## config.mk

```make
export PLATFORM = sky130hd
export DESIGN_NAME = dps_device_flat
export DESIGN_NICKNAME = d
export VERILOG_FILES = /design/src/dps_pkg.sv /design/src/dps_serial_if.sv /design/src/dps_device.sv /design/src/dps_lock_mux.sv /design/src/flat_wrapper.sv
export SDC_FILE = /design/constraint.sdc
export NUM_CORES = 1
export LEC_CHECK = 0
export ABC_AREA = 1
export BUFFER_PORTS_ARGS = -buffer_cell sky130_fd_sc_hd__clkbuf_2
export CAP_MARGIN = 25
export CORE_ASPECT_RATIO = 1.1
export CORE_MARGIN = 3
export CORE_UTILIZATION = 50
export DETAILED_ROUTE_END_ITERATION = 10
export PLACE_DENSITY = 0.72
export SLEW_MARGIN = 20
export SYNTH_ARGS = -nofsm -noshare
export SYNTH_HDL_FRONTEND = slang
export SYNTH_SLANG_ARGS = --single-unit
```

## constraint.sdc

```tcl
create_clock -name clk_i -period 2.2 [get_ports clk_i]
set_input_delay 0 -clock clk_i [delete_from_list [all_inputs] [get_ports clk_i]]
set_output_delay 0 -clock clk_i [all_outputs]
set_load 0.01 [all_outputs]
```

## src/dps_pkg.sv

```systemverilog
// constants, types and helpers shared by both ends of the synthesizer serial control link
// assumes one 125 MHz system clock on each end
package dps_pkg;
    localparam int FRAME_MAX = 19;

    typedef enum logic [1:0] {
        DPS_GRP_CTRL = 2'h0,
        DPS_GRP_CH1  = 2'h1,
        DPS_GRP_CH2  = 2'h2,
        DPS_GRP_REF  = 2'h3
    } dps_group_t;

    localparam logic [4:0] CTRL_LEN = 5'h0E;
    localparam logic [4:0] REF_LEN  = 5'h0E;
    localparam logic [4:0] NDIV_LEN = 5'h13;

    // control word field positions, frame bit 0 is the last bit shifted
    localparam int CW_TEST    = 13;
    localparam int CW_POL     = 12;
    localparam int CW_CH1_CUR = 10;
    localparam int CW_SB1     = 9;
    localparam int CW_CH2_CUR = 7;
    localparam int CW_SB2     = 6;
    localparam int CW_SBR     = 5;
    localparam int CW_SEL_A   = 4;
    localparam int CW_SEL_B   = 3;
    localparam int CW_SW      = 2;
    localparam int CW_W       = 14;

    localparam int DIV_LSB  = 2;
    localparam int DIV_W    = 12;
    localparam int SWAL_LSB = 2;
    localparam int SWAL_W   = 5;
    localparam int MAIN_LSB = 7;

    localparam logic [13:0] CTRL_RST = 14'h0000;
    localparam logic [11:0] DIV_RST  = 12'h000;
    localparam logic [4:0]  SWAL_RST = 5'h00;

    // timing
    localparam int CLK_NS         = 8;
    localparam int OSC_PERIOD_NS  = 50;
    localparam int LOCK_GAP_NS    = 2 * OSC_PERIOD_NS;
    localparam int LOCK_GAP_RAW   = LOCK_GAP_NS / CLK_NS;
    localparam int LOCK_GAP_CYC   = (LOCK_GAP_RAW < 1) ? 1 : LOCK_GAP_RAW;
    localparam logic [2:0] LOCK_GOOD_CNT = 3'h4;
    localparam int SCK_HALF_NS    = 64;
    localparam int SCK_HALF_CYC   = (SCK_HALF_NS + CLK_NS - 1) / CLK_NS;
    localparam int EN_HIGH_NS     = 64;
    localparam int EN_HIGH_CYC    = (EN_HIGH_NS + CLK_NS - 1) / CLK_NS;

    // host command registers
    localparam logic [3:0] HR_DATA   = 4'h0;
    localparam logic [3:0] HR_START  = 4'h4;
    localparam logic [3:0] HR_STATUS = 4'h8;
    localparam int ST_BUSY = 0;
    localparam int ST_REF  = 1;
    localparam int ST_CTRL = 2;
    localparam int ST_ERR  = 3;

    function automatic dps_group_t grp_of(input logic [FRAME_MAX-1:0] f);
        grp_of = dps_group_t'({f[0], f[1]});
    endfunction

    function automatic logic [4:0] frame_len(input dps_group_t g);
        frame_len = (g == DPS_GRP_CTRL) ? CTRL_LEN : (g == DPS_GRP_REF) ? REF_LEN : NDIV_LEN;
    endfunction
endpackage

```

## src/dps_serial_if.sv

```systemverilog
// three-wire serial control link between host and synthesizer
// no clock: the device samples all three lines with its own clock
`timescale 1ns/10ps
`default_nettype none
interface dps_serial_if;
    logic sck;
    logic sdata;
    logic sen;

    modport host (output sck, output sdata, output sen);
    modport dev  (input sck, input sdata, input sen);
endinterface
`default_nettype wire

```

## src/dps_device.sv

```systemverilog
// synthesizer end: serial shift register, four frame latches, control word decode,
// per-channel lock detector and lock output selection
// assumes link lines are asynchronous to clk_i; divider pulses and taps come from clk_i logic
`timescale 1ns/10ps
`default_nettype none
// Function
// (RQ1) frames travel most significant bit first
// (RQ2) data bit shifted on each clock rise
// (RQ3) enable high copies shift register to latch
// (RQ4) last two bits pick destination latch
// (RQ5) host drives lines low when unpowered
// (RQ6) host loads reference before channel dividers
// (RQ7) host loads control before channel dividers
// (RQ8) control word fourteen bits, fixed field order
// (RQ9) polarity bit sets pump direction
// (RQ10) current pair selects 100 to 800 uA
// (RQ11) normal lock output from select pair
// (RQ12) sleeping channel reads locked; 00 low
// (RQ13) test taps of channel two side
// (RQ14) test taps of channel one side
// (RQ15) lock low on phase error, high locked
// (RQ16) locked after four close reference cycles
// (RQ17) channel sleep bit stops its divider
// (RQ18) reference sleep only when both sleep
// (RQ19) filter switch bit drives open-drain output
// (RQ20) reference frame carries twelve-bit value
// (RQ21) channel frame: swallow five, main twelve
// (RQ22) newest bits form frame, others kept
// (RQ23) host holds enable low while shifting
module dps_device (
    input  wire logic       clk_i,
    input  wire logic       rstn_i,
    dps_serial_if.dev       link,
    input  wire logic       ref_pulse_i,
    input  wire logic       ch1_pulse_i,
    input  wire logic       ch2_pulse_i,
    input  wire logic       ch1_modulus_tap_i,
    input  wire logic       ch2_modulus_tap_i,
    input  wire logic       ch1_compare_tap_i,
    input  wire logic       ch2_compare_tap_i,
    input  wire logic       ref_tap_i,
    input  wire logic       xtal_quarter_tap_i,
    input  wire logic       xtal_half_tap_i,
    output logic            test_mode_o,
    output logic            pump_polarity_o,
    output logic [1:0]      ch1_pump_current_o,
    output logic [1:0]      ch2_pump_current_o,
    output logic            ch1_run_o,
    output logic            ch2_run_o,
    output logic            ref_run_o,
    output logic [11:0]     ref_div_value_o,
    output logic [4:0]      ch1_swallow_o,
    output logic [11:0]     ch1_main_o,
    output logic [4:0]      ch2_swallow_o,
    output logic [11:0]     ch2_main_o,
    output logic            ch1_lock_o,
    output logic            ch2_lock_o,
    output logic            lock_indicator_out_o,
    output logic            loop_filter_tc_toggle_o,
    output logic            loop_filter_tc_toggle_oe_o
);
    import dps_pkg::*;

    // two-stage synchronisers; stage one feeds stage two only
    logic [2:0]           sync1_reg;
    logic [2:0]           sync2_reg;
    logic                 sck_last_reg;
    logic [FRAME_MAX-1:0] shift_reg;
    logic [CW_W-1:0]      synth_control_word_reg;
    logic [11:0]          ref_div_reg;
    logic [4:0]           ch1_swal_reg;
    logic [11:0]          ch1_main_reg;
    logic [4:0]           ch2_swal_reg;
    logic [11:0]          ch2_main_reg;
    logic [2:0]           run_reg;
    logic                 lock_out_reg;
    logic                 sw_oe_reg;
    wire logic [1:0]      locked;

    always_ff @(posedge clk_i or negedge rstn_i) begin
        if (!rstn_i) begin
            sync1_reg    <= 3'h0;
            sync2_reg    <= 3'h0;
            sck_last_reg <= 1'b0;
        end else begin
            sync1_reg    <= {link.sen, link.sdata, link.sck};
            sync2_reg    <= sync1_reg;
            sck_last_reg <= sync2_reg[0];
        end
    end

    wire logic sck_rise = sync2_reg[0] & ~sck_last_reg;
    wire logic sdata_s  = sync2_reg[1];
    wire logic sen_s    = sync2_reg[2];
    wire dps_group_t grp = grp_of(shift_reg); // RQ4

    // newest bit enters at the bottom so the first bit ends up highest
    always_ff @(posedge clk_i or negedge rstn_i) begin
        if (!rstn_i) begin
            shift_reg <= '0;
        end else if (sck_rise) begin
            shift_reg <= {shift_reg[FRAME_MAX-2:0], sdata_s}; // RQ1 RQ2
        end
    end

    // level sensitive: latch follows the shift register while enable stays high
    always_ff @(posedge clk_i or negedge rstn_i) begin
        if (!rstn_i) begin
            synth_control_word_reg <= CTRL_RST;
            ref_div_reg            <= DIV_RST;
            ch1_swal_reg           <= SWAL_RST;
            ch1_main_reg           <= DIV_RST;
            ch2_swal_reg           <= SWAL_RST;
            ch2_main_reg           <= DIV_RST;
        end else if (sen_s) begin // RQ3
            unique case (grp) // RQ4 RQ22
                DPS_GRP_CTRL: synth_control_word_reg <= shift_reg[CW_W-1:0]; // RQ8
                DPS_GRP_CH1: begin
                    ch1_swal_reg <= shift_reg[SWAL_LSB +: SWAL_W]; // RQ21
                    ch1_main_reg <= shift_reg[MAIN_LSB +: DIV_W]; // RQ21
                end
                DPS_GRP_CH2: begin
                    ch2_swal_reg <= shift_reg[SWAL_LSB +: SWAL_W]; // RQ21
                    ch2_main_reg <= shift_reg[MAIN_LSB +: DIV_W]; // RQ21
                end
                DPS_GRP_REF: ref_div_reg <= shift_reg[DIV_LSB +: DIV_W]; // RQ20
            endcase
        end
    end

    wire logic sb1 = synth_control_word_reg[CW_SB1];
    wire logic sb2 = synth_control_word_reg[CW_SB2];
    wire logic ref_div_sleep = synth_control_word_reg[CW_SBR];
    // reference sleep is honoured only in full standby
    wire logic ref_on = ~(sb1 & sb2 & ref_div_sleep); // RQ18

    // lock detector: pulses of reference and channel must pair up inside the gap window
    logic [1:0] ch_pulse;
    assign ch_pulse = {ch2_pulse_i, ch1_pulse_i};

    for (genvar g = 0; g < 2; g++) begin : g_lock
        logic       pend_reg;
        logic       pend_ref_reg;
        logic [7:0] win_reg;
        logic [2:0] good_reg;
        logic       lock_reg;
        wire logic  hr   = ref_pulse_i;
        wire logic  hc   = ch_pulse[g];
        wire logic  both = hr & hc;
        wire logic  pair = pend_reg & ((pend_ref_reg & hc) | (~pend_ref_reg & hr));
        wire logic  late = pend_reg & (win_reg >= 8'(LOCK_GAP_CYC));
        wire logic  twice = pend_reg & ~pair & (hr | hc);
        wire logic  good = (both & ~pend_reg) | (pair & ~late);
        wire logic  bad  = late | twice;

        // one driver per lock bit: each channel owns its own flop
        assign locked[g] = lock_reg;

        always_ff @(posedge clk_i or negedge rstn_i) begin
            if (!rstn_i) begin
                pend_reg     <= 1'b0;
                pend_ref_reg <= 1'b0;
                win_reg      <= 8'h00;
                good_reg     <= 3'h0;
                lock_reg     <= 1'b0;
            end else begin
                if (bad) begin
                    good_reg <= 3'h0;
                    lock_reg <= 1'b0; // RQ15
                end else if (good) begin
                    if (good_reg != LOCK_GOOD_CNT) begin
                        good_reg <= good_reg + 3'h1;
                    end
                    if (good_reg >= LOCK_GOOD_CNT - 3'h1) begin
                        lock_reg <= 1'b1; // RQ16
                    end
                end
                if (good | late) begin
                    pend_reg <= 1'b0;
                end else if ((hr | hc) & ~both) begin
                    pend_reg     <= 1'b1;
                    pend_ref_reg <= hr;
                    win_reg      <= 8'h01;
                end else if (pend_reg) begin
                    win_reg <= win_reg + 8'h01;
                end
            end
        end
    end

    logic lock_lvl;
    dps_lock_mux u_lock_mux (
        .test_i             (synth_control_word_reg[CW_TEST]),
        .sb1_i              (sb1),
        .sb2_i              (sb2),
        .sel_a_i            (synth_control_word_reg[CW_SEL_A]),
        .sel_b_i            (synth_control_word_reg[CW_SEL_B]),
        .lock1_i            (locked[0]),
        .lock2_i            (locked[1]),
        .ch1_modulus_tap_i  (ch1_modulus_tap_i),
        .ch2_modulus_tap_i  (ch2_modulus_tap_i),
        .ch1_compare_tap_i  (ch1_compare_tap_i),
        .ch2_compare_tap_i  (ch2_compare_tap_i),
        .ref_tap_i          (ref_tap_i),
        .xtal_quarter_tap_i (xtal_quarter_tap_i),
        .xtal_half_tap_i    (xtal_half_tap_i),
        .level_o            (lock_lvl)
    );

    always_ff @(posedge clk_i or negedge rstn_i) begin
        if (!rstn_i) begin
            run_reg      <= 3'h0;
            lock_out_reg <= 1'b0;
            sw_oe_reg    <= 1'b0;
        end else begin
            run_reg      <= {ref_on, ~sb2, ~sb1}; // RQ17 RQ18
            lock_out_reg <= lock_lvl; // RQ11 RQ12 RQ13 RQ14
            // open drain: pull low while the switch bit is clear
            sw_oe_reg    <= ~synth_control_word_reg[CW_SW]; // RQ19
        end
    end

    assign test_mode_o                = synth_control_word_reg[CW_TEST];
    assign pump_polarity_o            = synth_control_word_reg[CW_POL]; // RQ9
    assign ch1_pump_current_o         = synth_control_word_reg[CW_CH1_CUR +: 2]; // RQ10
    assign ch2_pump_current_o         = synth_control_word_reg[CW_CH2_CUR +: 2]; // RQ10
    assign ch1_run_o                  = run_reg[0];
    assign ch2_run_o                  = run_reg[1];
    assign ref_run_o                  = run_reg[2];
    assign ref_div_value_o            = ref_div_reg;
    assign ch1_swallow_o              = ch1_swal_reg;
    assign ch1_main_o                 = ch1_main_reg;
    assign ch2_swallow_o              = ch2_swal_reg;
    assign ch2_main_o                 = ch2_main_reg;
    assign ch1_lock_o                 = locked[0];
    assign ch2_lock_o                 = locked[1];
    assign lock_indicator_out_o       = lock_out_reg;
    assign loop_filter_tc_toggle_o    = 1'b0;
    assign loop_filter_tc_toggle_oe_o = sw_oe_reg;
endmodule
`default_nettype wire

```

## src/dps_lock_mux.sv

```systemverilog
// lock output source selection for normal and test modes
// assumes all inputs are on the device clock
`timescale 1ns/10ps
`default_nettype none
module dps_lock_mux (
    input  wire logic test_i,
    input  wire logic sb1_i,
    input  wire logic sb2_i,
    input  wire logic sel_a_i,
    input  wire logic sel_b_i,
    input  wire logic lock1_i,
    input  wire logic lock2_i,
    input  wire logic ch1_modulus_tap_i,
    input  wire logic ch2_modulus_tap_i,
    input  wire logic ch1_compare_tap_i,
    input  wire logic ch2_compare_tap_i,
    input  wire logic ref_tap_i,
    input  wire logic xtal_quarter_tap_i,
    input  wire logic xtal_half_tap_i,
    output logic      level_o
);
    wire logic [1:0] sel = {sel_a_i, sel_b_i};
    // a sleeping channel counts as locked
    wire logic eff1 = lock1_i | sb1_i; // RQ12
    wire logic eff2 = lock2_i | sb2_i; // RQ12
    wire logic norm_lvl = (sel == 2'h0) ? 1'b0 :
                          (sel == 2'h1) ? eff2 :
                          (sel == 2'h2) ? eff1 : (eff1 & eff2); // RQ11
    wire logic t_ch2 = (sel == 2'h0) ? 1'b0 :
                       (sel == 2'h1) ? ch2_modulus_tap_i :
                       (sel == 2'h2) ? ch2_compare_tap_i : ref_tap_i; // RQ13
    wire logic t_ch1 = (sel == 2'h0) ? xtal_quarter_tap_i :
                       (sel == 2'h1) ? ch1_modulus_tap_i :
                       (sel == 2'h2) ? ch1_compare_tap_i : xtal_half_tap_i; // RQ14
    wire logic test_lvl = (sb1_i & ~sb2_i) ? t_ch2 : (~sb1_i & sb2_i) ? t_ch1 : 1'b0; // RQ14

    assign level_o = test_i ? test_lvl : norm_lvl;
endmodule
`default_nettype wire

```

## src/flat_wrapper.sv

```systemverilog
// flat-port wrapper written by rule: the top's interface ports become plain ports
module dps_device_flat import dps_pkg::*;
  (clk_i, rstn_i, ref_pulse_i, ch1_pulse_i, ch2_pulse_i, ch1_modulus_tap_i, ch2_modulus_tap_i, ch1_compare_tap_i, ch2_compare_tap_i, ref_tap_i, xtal_quarter_tap_i, xtal_half_tap_i, test_mode_o, pump_polarity_o, ch1_pump_current_o, ch2_pump_current_o, ch1_run_o, ch2_run_o, ref_run_o, ref_div_value_o, ch1_swallow_o, ch1_main_o, ch2_swallow_o, ch2_main_o, ch1_lock_o, ch2_lock_o, lock_indicator_out_o, loop_filter_tc_toggle_o, loop_filter_tc_toggle_oe_o, link_sck, link_sdata, link_sen);
  dps_serial_if link_i ();
  input  wire logic clk_i;
  input  wire logic rstn_i;
  input  wire logic ref_pulse_i;
  input  wire logic ch1_pulse_i;
  input  wire logic ch2_pulse_i;
  input  wire logic ch1_modulus_tap_i;
  input  wire logic ch2_modulus_tap_i;
  input  wire logic ch1_compare_tap_i;
  input  wire logic ch2_compare_tap_i;
  input  wire logic ref_tap_i;
  input  wire logic xtal_quarter_tap_i;
  input  wire logic xtal_half_tap_i;
  output logic test_mode_o;
  output logic pump_polarity_o;
  output logic [1:0] ch1_pump_current_o;
  output logic [1:0] ch2_pump_current_o;
  output logic ch1_run_o;
  output logic ch2_run_o;
  output logic ref_run_o;
  output logic [11:0] ref_div_value_o;
  output logic [4:0] ch1_swallow_o;
  output logic [11:0] ch1_main_o;
  output logic [4:0] ch2_swallow_o;
  output logic [11:0] ch2_main_o;
  output logic ch1_lock_o;
  output logic ch2_lock_o;
  output logic lock_indicator_out_o;
  output logic loop_filter_tc_toggle_o;
  output logic loop_filter_tc_toggle_oe_o;
  input wire logic [$bits(link_i.sck)-1:0] link_sck;
  input wire logic [$bits(link_i.sdata)-1:0] link_sdata;
  input wire logic [$bits(link_i.sen)-1:0] link_sen;
  assign link_i.sck = link_sck;
  assign link_i.sdata = link_sdata;
  assign link_i.sen = link_sen;
  dps_device u_core (.clk_i(clk_i), .rstn_i(rstn_i), .link(link_i), .ref_pulse_i(ref_pulse_i), .ch1_pulse_i(ch1_pulse_i), .ch2_pulse_i(ch2_pulse_i), .ch1_modulus_tap_i(ch1_modulus_tap_i), .ch2_modulus_tap_i(ch2_modulus_tap_i), .ch1_compare_tap_i(ch1_compare_tap_i), .ch2_compare_tap_i(ch2_compare_tap_i), .ref_tap_i(ref_tap_i), .xtal_quarter_tap_i(xtal_quarter_tap_i), .xtal_half_tap_i(xtal_half_tap_i), .test_mode_o(test_mode_o), .pump_polarity_o(pump_polarity_o), .ch1_pump_current_o(ch1_pump_current_o), .ch2_pump_current_o(ch2_pump_current_o), .ch1_run_o(ch1_run_o), .ch2_run_o(ch2_run_o), .ref_run_o(ref_run_o), .ref_div_value_o(ref_div_value_o), .ch1_swallow_o(ch1_swallow_o), .ch1_main_o(ch1_main_o), .ch2_swallow_o(ch2_swallow_o), .ch2_main_o(ch2_main_o), .ch1_lock_o(ch1_lock_o), .ch2_lock_o(ch2_lock_o), .lock_indicator_out_o(lock_indicator_out_o), .loop_filter_tc_toggle_o(loop_filter_tc_toggle_o), .loop_filter_tc_toggle_oe_o(loop_filter_tc_toggle_oe_o));
endmodule
```

### After elaboration in Yosys (flattened, before gate mapping)

Index checks and enable logic that the tools add are counted.

| storage, ports and cells | value |
|---|---|
| bits in registers | 119 |
| latch bits | 0 |
| bits in writable memories | 0 |
| bits in read-only memories | 0 |
| word-level logic and storage cells | 149 |
| memories | 0 |

| cells by class | value |
|---|---|
| add/subtract/negate cells | 4 |
| multiply operators | 0 |
| divide/modulo/power cells | 0 |
| magnitude comparators | 4 |
| equal/unequal tests | 7 |
| shift-type cells | 0 |
| mux-type cells | 32 |
| bitwise gates (word level) | 55 |
| reductions and logical operators | 24 |

Operators by type and width:

| cell | count |
|---|---|
| $mux W8 | 4 |
| $and A1 B1 Y1 | 26 |
| $reduce_and A2 Y1 | 12 |
| $mux W1 | 22 |
| $reduce_bool A2 Y1 | 10 |
| $mux W3 | 6 |
| $not A1 Y1 | 17 |
| $add A8 B1 Y8 const B | 2 |
| $ge A8 B4 Y1 const B | 2 |
| $or A1 B1 Y1 | 12 |
| $add A3 B1 Y3 const B | 2 |
| $eq A2 B2 Y1 const B | 3 |
| $ge A3 B2 Y1 const B | 2 |
| $ne A3 B3 Y1 const B | 2 |
| $eq A2 B1 Y1 const B | 2 |
| $logic_not A2 Y1 | 2 |

### Depth between registers and ports, before layout

| depth | value |
|---|---|
| depth after elaboration | 10 |
| depth in mapped cells | 9 |

### By module

Synthesis repeated with hierarchy kept, for this count alone.

| second synthesis, totals | value |
|---|---|
| cells, all modules | 529 |
| area, all modules | 4865.9 um2 |

By module, submodules not included:

| module | times used | cells an instance | area an instance (um2) |
|---|---|---|---|
| dps_device | 1 | 496 | 4720.8 |
| dps_lock_mux | 1 | 33 | 145.1 |

### Worst setup path before layout

Ideal clock, no wire load.

| timing path | value |
|---|---|
| kind | register -> register |
| start | register u_core.g_lock[1].good_reg[0] |
| end | register u_core.g_lock[1].lock_reg (netlist: u_core.ch2_lock_o) |
| library setup time | 0.127 ns |
| data arrival time | 1.017 ns |
| data required time | 2.073 ns |
| path slack | 1.056 ns |
| cell stages (with the launch flop) | 7 |
| buffers on the path | 0 |
| period minus slack after synthesis | 1.144 ns |
| path through | dfrtp_1 > ha_1 > ha_1 > nor2_1 > o21ai_0 > nand3_1 > a21boi_0 |

| on the way | value |
|---|---|
| cells in the longest elaborated chain, start to end | 3 |

RTL lines:

| item | RTL line | text |
|---|---|---|
| start: declaration | dps_device.sv:145 | `logic [2:0] good_reg;` |
| start signal: assignment | dps_device.sv:172 | `good_reg <= good_reg + 3'h1;` |
| $ge A3 B2 Y1 | dps_device.sv:174 | `if (good_reg >= LOCK_GOOD_CNT - 3'h1) begin` |
| $reduce_bool A2 Y1 (no line) | -- |  |
| $reduce_and A2 Y1 (no line) | -- |  |
| end signal: assignment | dps_device.sv:165 | `lock_reg <= 1'b0;` |
| end signal: assignment | dps_device.sv:169 | `lock_reg <= 1'b0;` |
| end signal: assignment | dps_device.sv:175 | `lock_reg <= 1'b1;` |
| end: declaration | dps_device.sv:146 | `logic lock_reg;` |

Every way passes these cells.
A chain may end at the register's enable or synchronous reset.

### Final worst setup path

| timing path | value |
|---|---|
| start | register u_core.synth_control_word_reg[4] |
| end | register u_core.lock_out_reg (netlist: u_core.lock_indicator_out_o) |

| on the way | value |
|---|---|
| cells in the longest elaborated chain, start to end | 7 |
| elaborated cells between the ends (all ways) | 15 |
| those cells by class | eq/ne: 2; mux: 12; reduce/logical: 1 |

RTL lines:

| item | RTL line | text |
|---|---|---|
| start: declaration | dps_device.sv:69 | `logic [CW_W-1:0] synth_control_word_reg;` |
| start signal: assignment | dps_device.sv:117 | `DPS_GRP_CTRL: synth_control_word_reg <= shift_reg[CW_W-1:0];` |
| $eq A2 B2 Y1 | dps_lock_mux.sv:28, dps_lock_mux.sv:31, dps_lock_mux.sv:34 |  |
| $mux W1 | dps_lock_mux.sv:34 | `(sel == 2'h2) ? ch1_compare_tap_i : xtal_half_tap_i;` |
| $mux W1 | dps_lock_mux.sv:33 | `(sel == 2'h1) ? ch1_modulus_tap_i :` |
| $mux W1 | dps_lock_mux.sv:32 | `wire logic t_ch1 = (sel == 2'h0) ? xtal_quarter_tap_i :` |
| $mux W1 (2 in a row) | dps_lock_mux.sv:35 | `wire logic test_lvl = (sb1_i & ~sb2_i) ? t_ch2 : (~sb1_i & sb2_i) ? t_ch1 : 1'b0;` |
| $mux W1 (*) | dps_lock_mux.sv:37 | `assign level_o = test_i ? test_lvl : norm_lvl;` |
| named net u_core.lock_lvl | dps_device.sv:191 | `logic lock_lvl;` |
| end signal: assignment | dps_device.sv:217 | `lock_out_reg <= lock_lvl;` |
| end: declaration | dps_device.sv:76 | `logic lock_out_reg;` |

The timed path passes the listed nets; every way through them passes the cells marked *.

==> results.md <==
- Fin crit share: 81.8%
- Hold Violations, Final: 0
- Placed Cells incl. Taps: 699
- Post-synth EDFFs: 0
- Area post-placement: 5310 µm²
- Final Util: 64.2%
- Grt total ovfl: 0
- Top cell family by delay on the critical path: buffers and inverters
- First-pass GRT wire length: 16700 µm
- Final setup violation count: 0
- Post-DR wirelength/cell: 13.7 µm
- Cells after Synth: 525
- Fin area: 6030 µm²
- Vias: 3749
- Slowest stage delay, CP: 0.56 ns
- Crit path time final: 1.80 ns
- Max-slew violations: 0
- GRT Util Overall: 19.5%
- Layout area overhead: 24.1%
- DRT iter0 DRCs: 193
- Post-synth top area share: 60.2%
- Post-synth top cells: 146 x nand2_1, 117 x dfrtp_1, 80 x o21ai_0
- YS warnings: 0
- Worst hold slack: 0.0317 ns
- Vias per cell: 5.05
- Slew HR: 46.0%
- Filler cells: 754
- Full die area: 10900 µm²
- Ys flop type: dfrtp_1
- Worst path bufs/invs: 2
- Area occupied by multi-input gates: 1570 µm²
- Antenna violations before repair: 0
- Post-synth cell types: 25
- Worst setup EP type: register
- Final net count: 642
- Max Root-Sink Buffers: 2
- Ant diodes: 0
- Hold/Removal Path Class: input port to asynchronous set/reset pin
- Syn_nets: 554
- Actual slew at the worst max-slew pin: 0.807 ns
- Worst-path clk slew: 0.06 ns
- CTS buffer count: 17
- Status: finished, final reports clean
- Critical path type: register to register
- RSZ-0062 raised after global routing: no
- Synth Cell Area: 4860 µm²
- Most area-consuming cells after synthesis: dfrtp_1 60%, nand2_1 11%, o21ai_0 8.2%, inv_1 4.9%, ha_1 3.6%
- Synth area leader: dfrtp_1
- Setup_tns: 0 ns
- Residual DRC: 0
- Post-CTS setup buffers: 0
- Ys async rst share: 100%
- Layout cell share with drive strength beyond 1: 18.5%
- Final WL: 10200 µm
- Pleak: 3.17 nW
- WP data required: 2.59 ns
- PortBufs: 73
- Worst slack at placement: 0.667 ns
- CTS Sinks: 117
- Largest net degree at the start of global routing: 51
- Mapped Avg Cell Area: 9.26 µm²
- Max Clock Skew: 0.0156 ns
- GPL Wtd Cong: 0.806
- CTS tree: done
- Root Driver: clkbuf_8
- Max-cap violations: 0
- Initial cell density of the core: 51.7%
- Clk_lat worst skew: 0.51 ns
- Power, Total: 7.63 mW
- Drt first pass iters: 4
- Worst-path cell chain: inv_1, nand2_1, nand2_1, nand2_1, nand2_1, dlygate4sd3_1, nand2_1, nand2_1, nand2_1, nand2_1
- Worst Slack Setup Final: 0.399 ns
- Most common cell in the netlist: nand2_1
- Critical path's slowest cell: dlygate4sd3_1
- H-tree depth: 4
- Peak VDD IR: 0.000634 V
- Pwr/cell area: 1260 nW/µm²
- Sequential share of the synthesized area: 60.2%
- IO Pins: 75
- Die Wd: 100 µm
- Die Ht: 109 µm
- Achievable clock frequency: 0.555 GHz
- Hpwl dp: 6810 µm
- Final Non-Filler Cells: 743
- Register area: 2930 µm²
- CORE AREA: 9400 µm²
- Crit path max fanout: 7
- Crit-path most repeated cell: nand2_1
- Type of origin of the critical path: register
- # rows: 37
- Crit path DAT: 2.19 ns
- Antenna viol nets, final: 0
- Max FFs per register: 19
- Vias in the first global route: 3495
- Seq cells post-synth: 117
[cells in the final DEF (no fill, tap or decap), types with 6 or more instances in the layout]
master,Yosys,layout
nor2_1,22,22
clkbuf_16,0,16
inv_1,64,64
dlygate4sd3_1,0,12
clkbuf_2,0,72
nand4_1,6,6
dfrtp_1,117,117
ha_1,14,14
nand2_1,146,146
nand3_1,35,35
o21ai_0,80,80
inv_6,0,6
[layout make-up]
class / count / area share (%)
tap: 117 / 2.43
sequential: 117 / 48.5
multi-input combinational: 322 / 26.0
inverter: 65 / 4.09
timing repair buffer: 90 / 8.92
clock buffer: 17 / 6.87
clock inverter: 15 / 3.15
[kinds of logic (layout without fill, tap and decap cells)]
group	Yosys count	in the layout	synth area share (%)
compound gates	90	90	9.70
xor+xnor	3	3	0.541
fa+ha+maj	14	14	3.60
buf+inv	86	187	7.49
flops	117	117	60.2
other cells	1	1	0.0771
simple gates	214	214	18.4
[worst reg2reg max path, stage by stage (launching register included)]
cell	delay (ns)
dfrtp_1	0.47
inv_1	0.12
nand2_1	0.10
nand2_1	0.08
nand2_1	0.06
nand2_1	0.05
dlygate4sd3_1	0.56
nand2_1	0.08
nand2_1	0.06
nand2_1	0.06
nand2_1	0.06
[path summary, 6_finish.rpt]
check / start / endpoint / slack [ns] / cells after the start
max: u_core.synth_control_word_reg[4] / u_core.lock_indicator_out_o / 0.40 / 10
min: rstn_i / u_core.run_reg[0] / 0.03 / 2
max reg2reg: u_core.synth_control_word_reg[4] / u_core.lock_indicator_out_o / 0.40 / 10
min reg2reg: u_core.sync1_reg[1] / u_core.sync2_reg[1] / 0.35 / 0
max in group asynchronous: rstn_i / u_core.g_lock[0].win_reg[2] / 1.40 / 3
min in group clk_i: ch2_pulse_i / u_core.g_lock[1].pend_ref_reg / 0.06 / 6
[metal layers]
layer,up-vias,global-route usage [%],share of wire [%]
met3,14,4.76,5.0
li1,1846,-,-
met2,90,31.1,49
met1,1799,25.5,44
met4,0,8.47,1.5
met5,-,0,0
[power by group]
part	switching [mW]	internal [mW]
Clock	1.05	1.75
Combinational	1.10	0.680
Sequential	0.402	2.65
[repair_timing]
item                                   CTS  global route
hold buffers                            12             0
resized for setup                        0             0
endpoints found under the hold margin  100             0
(Power assumes the default switching activity.)
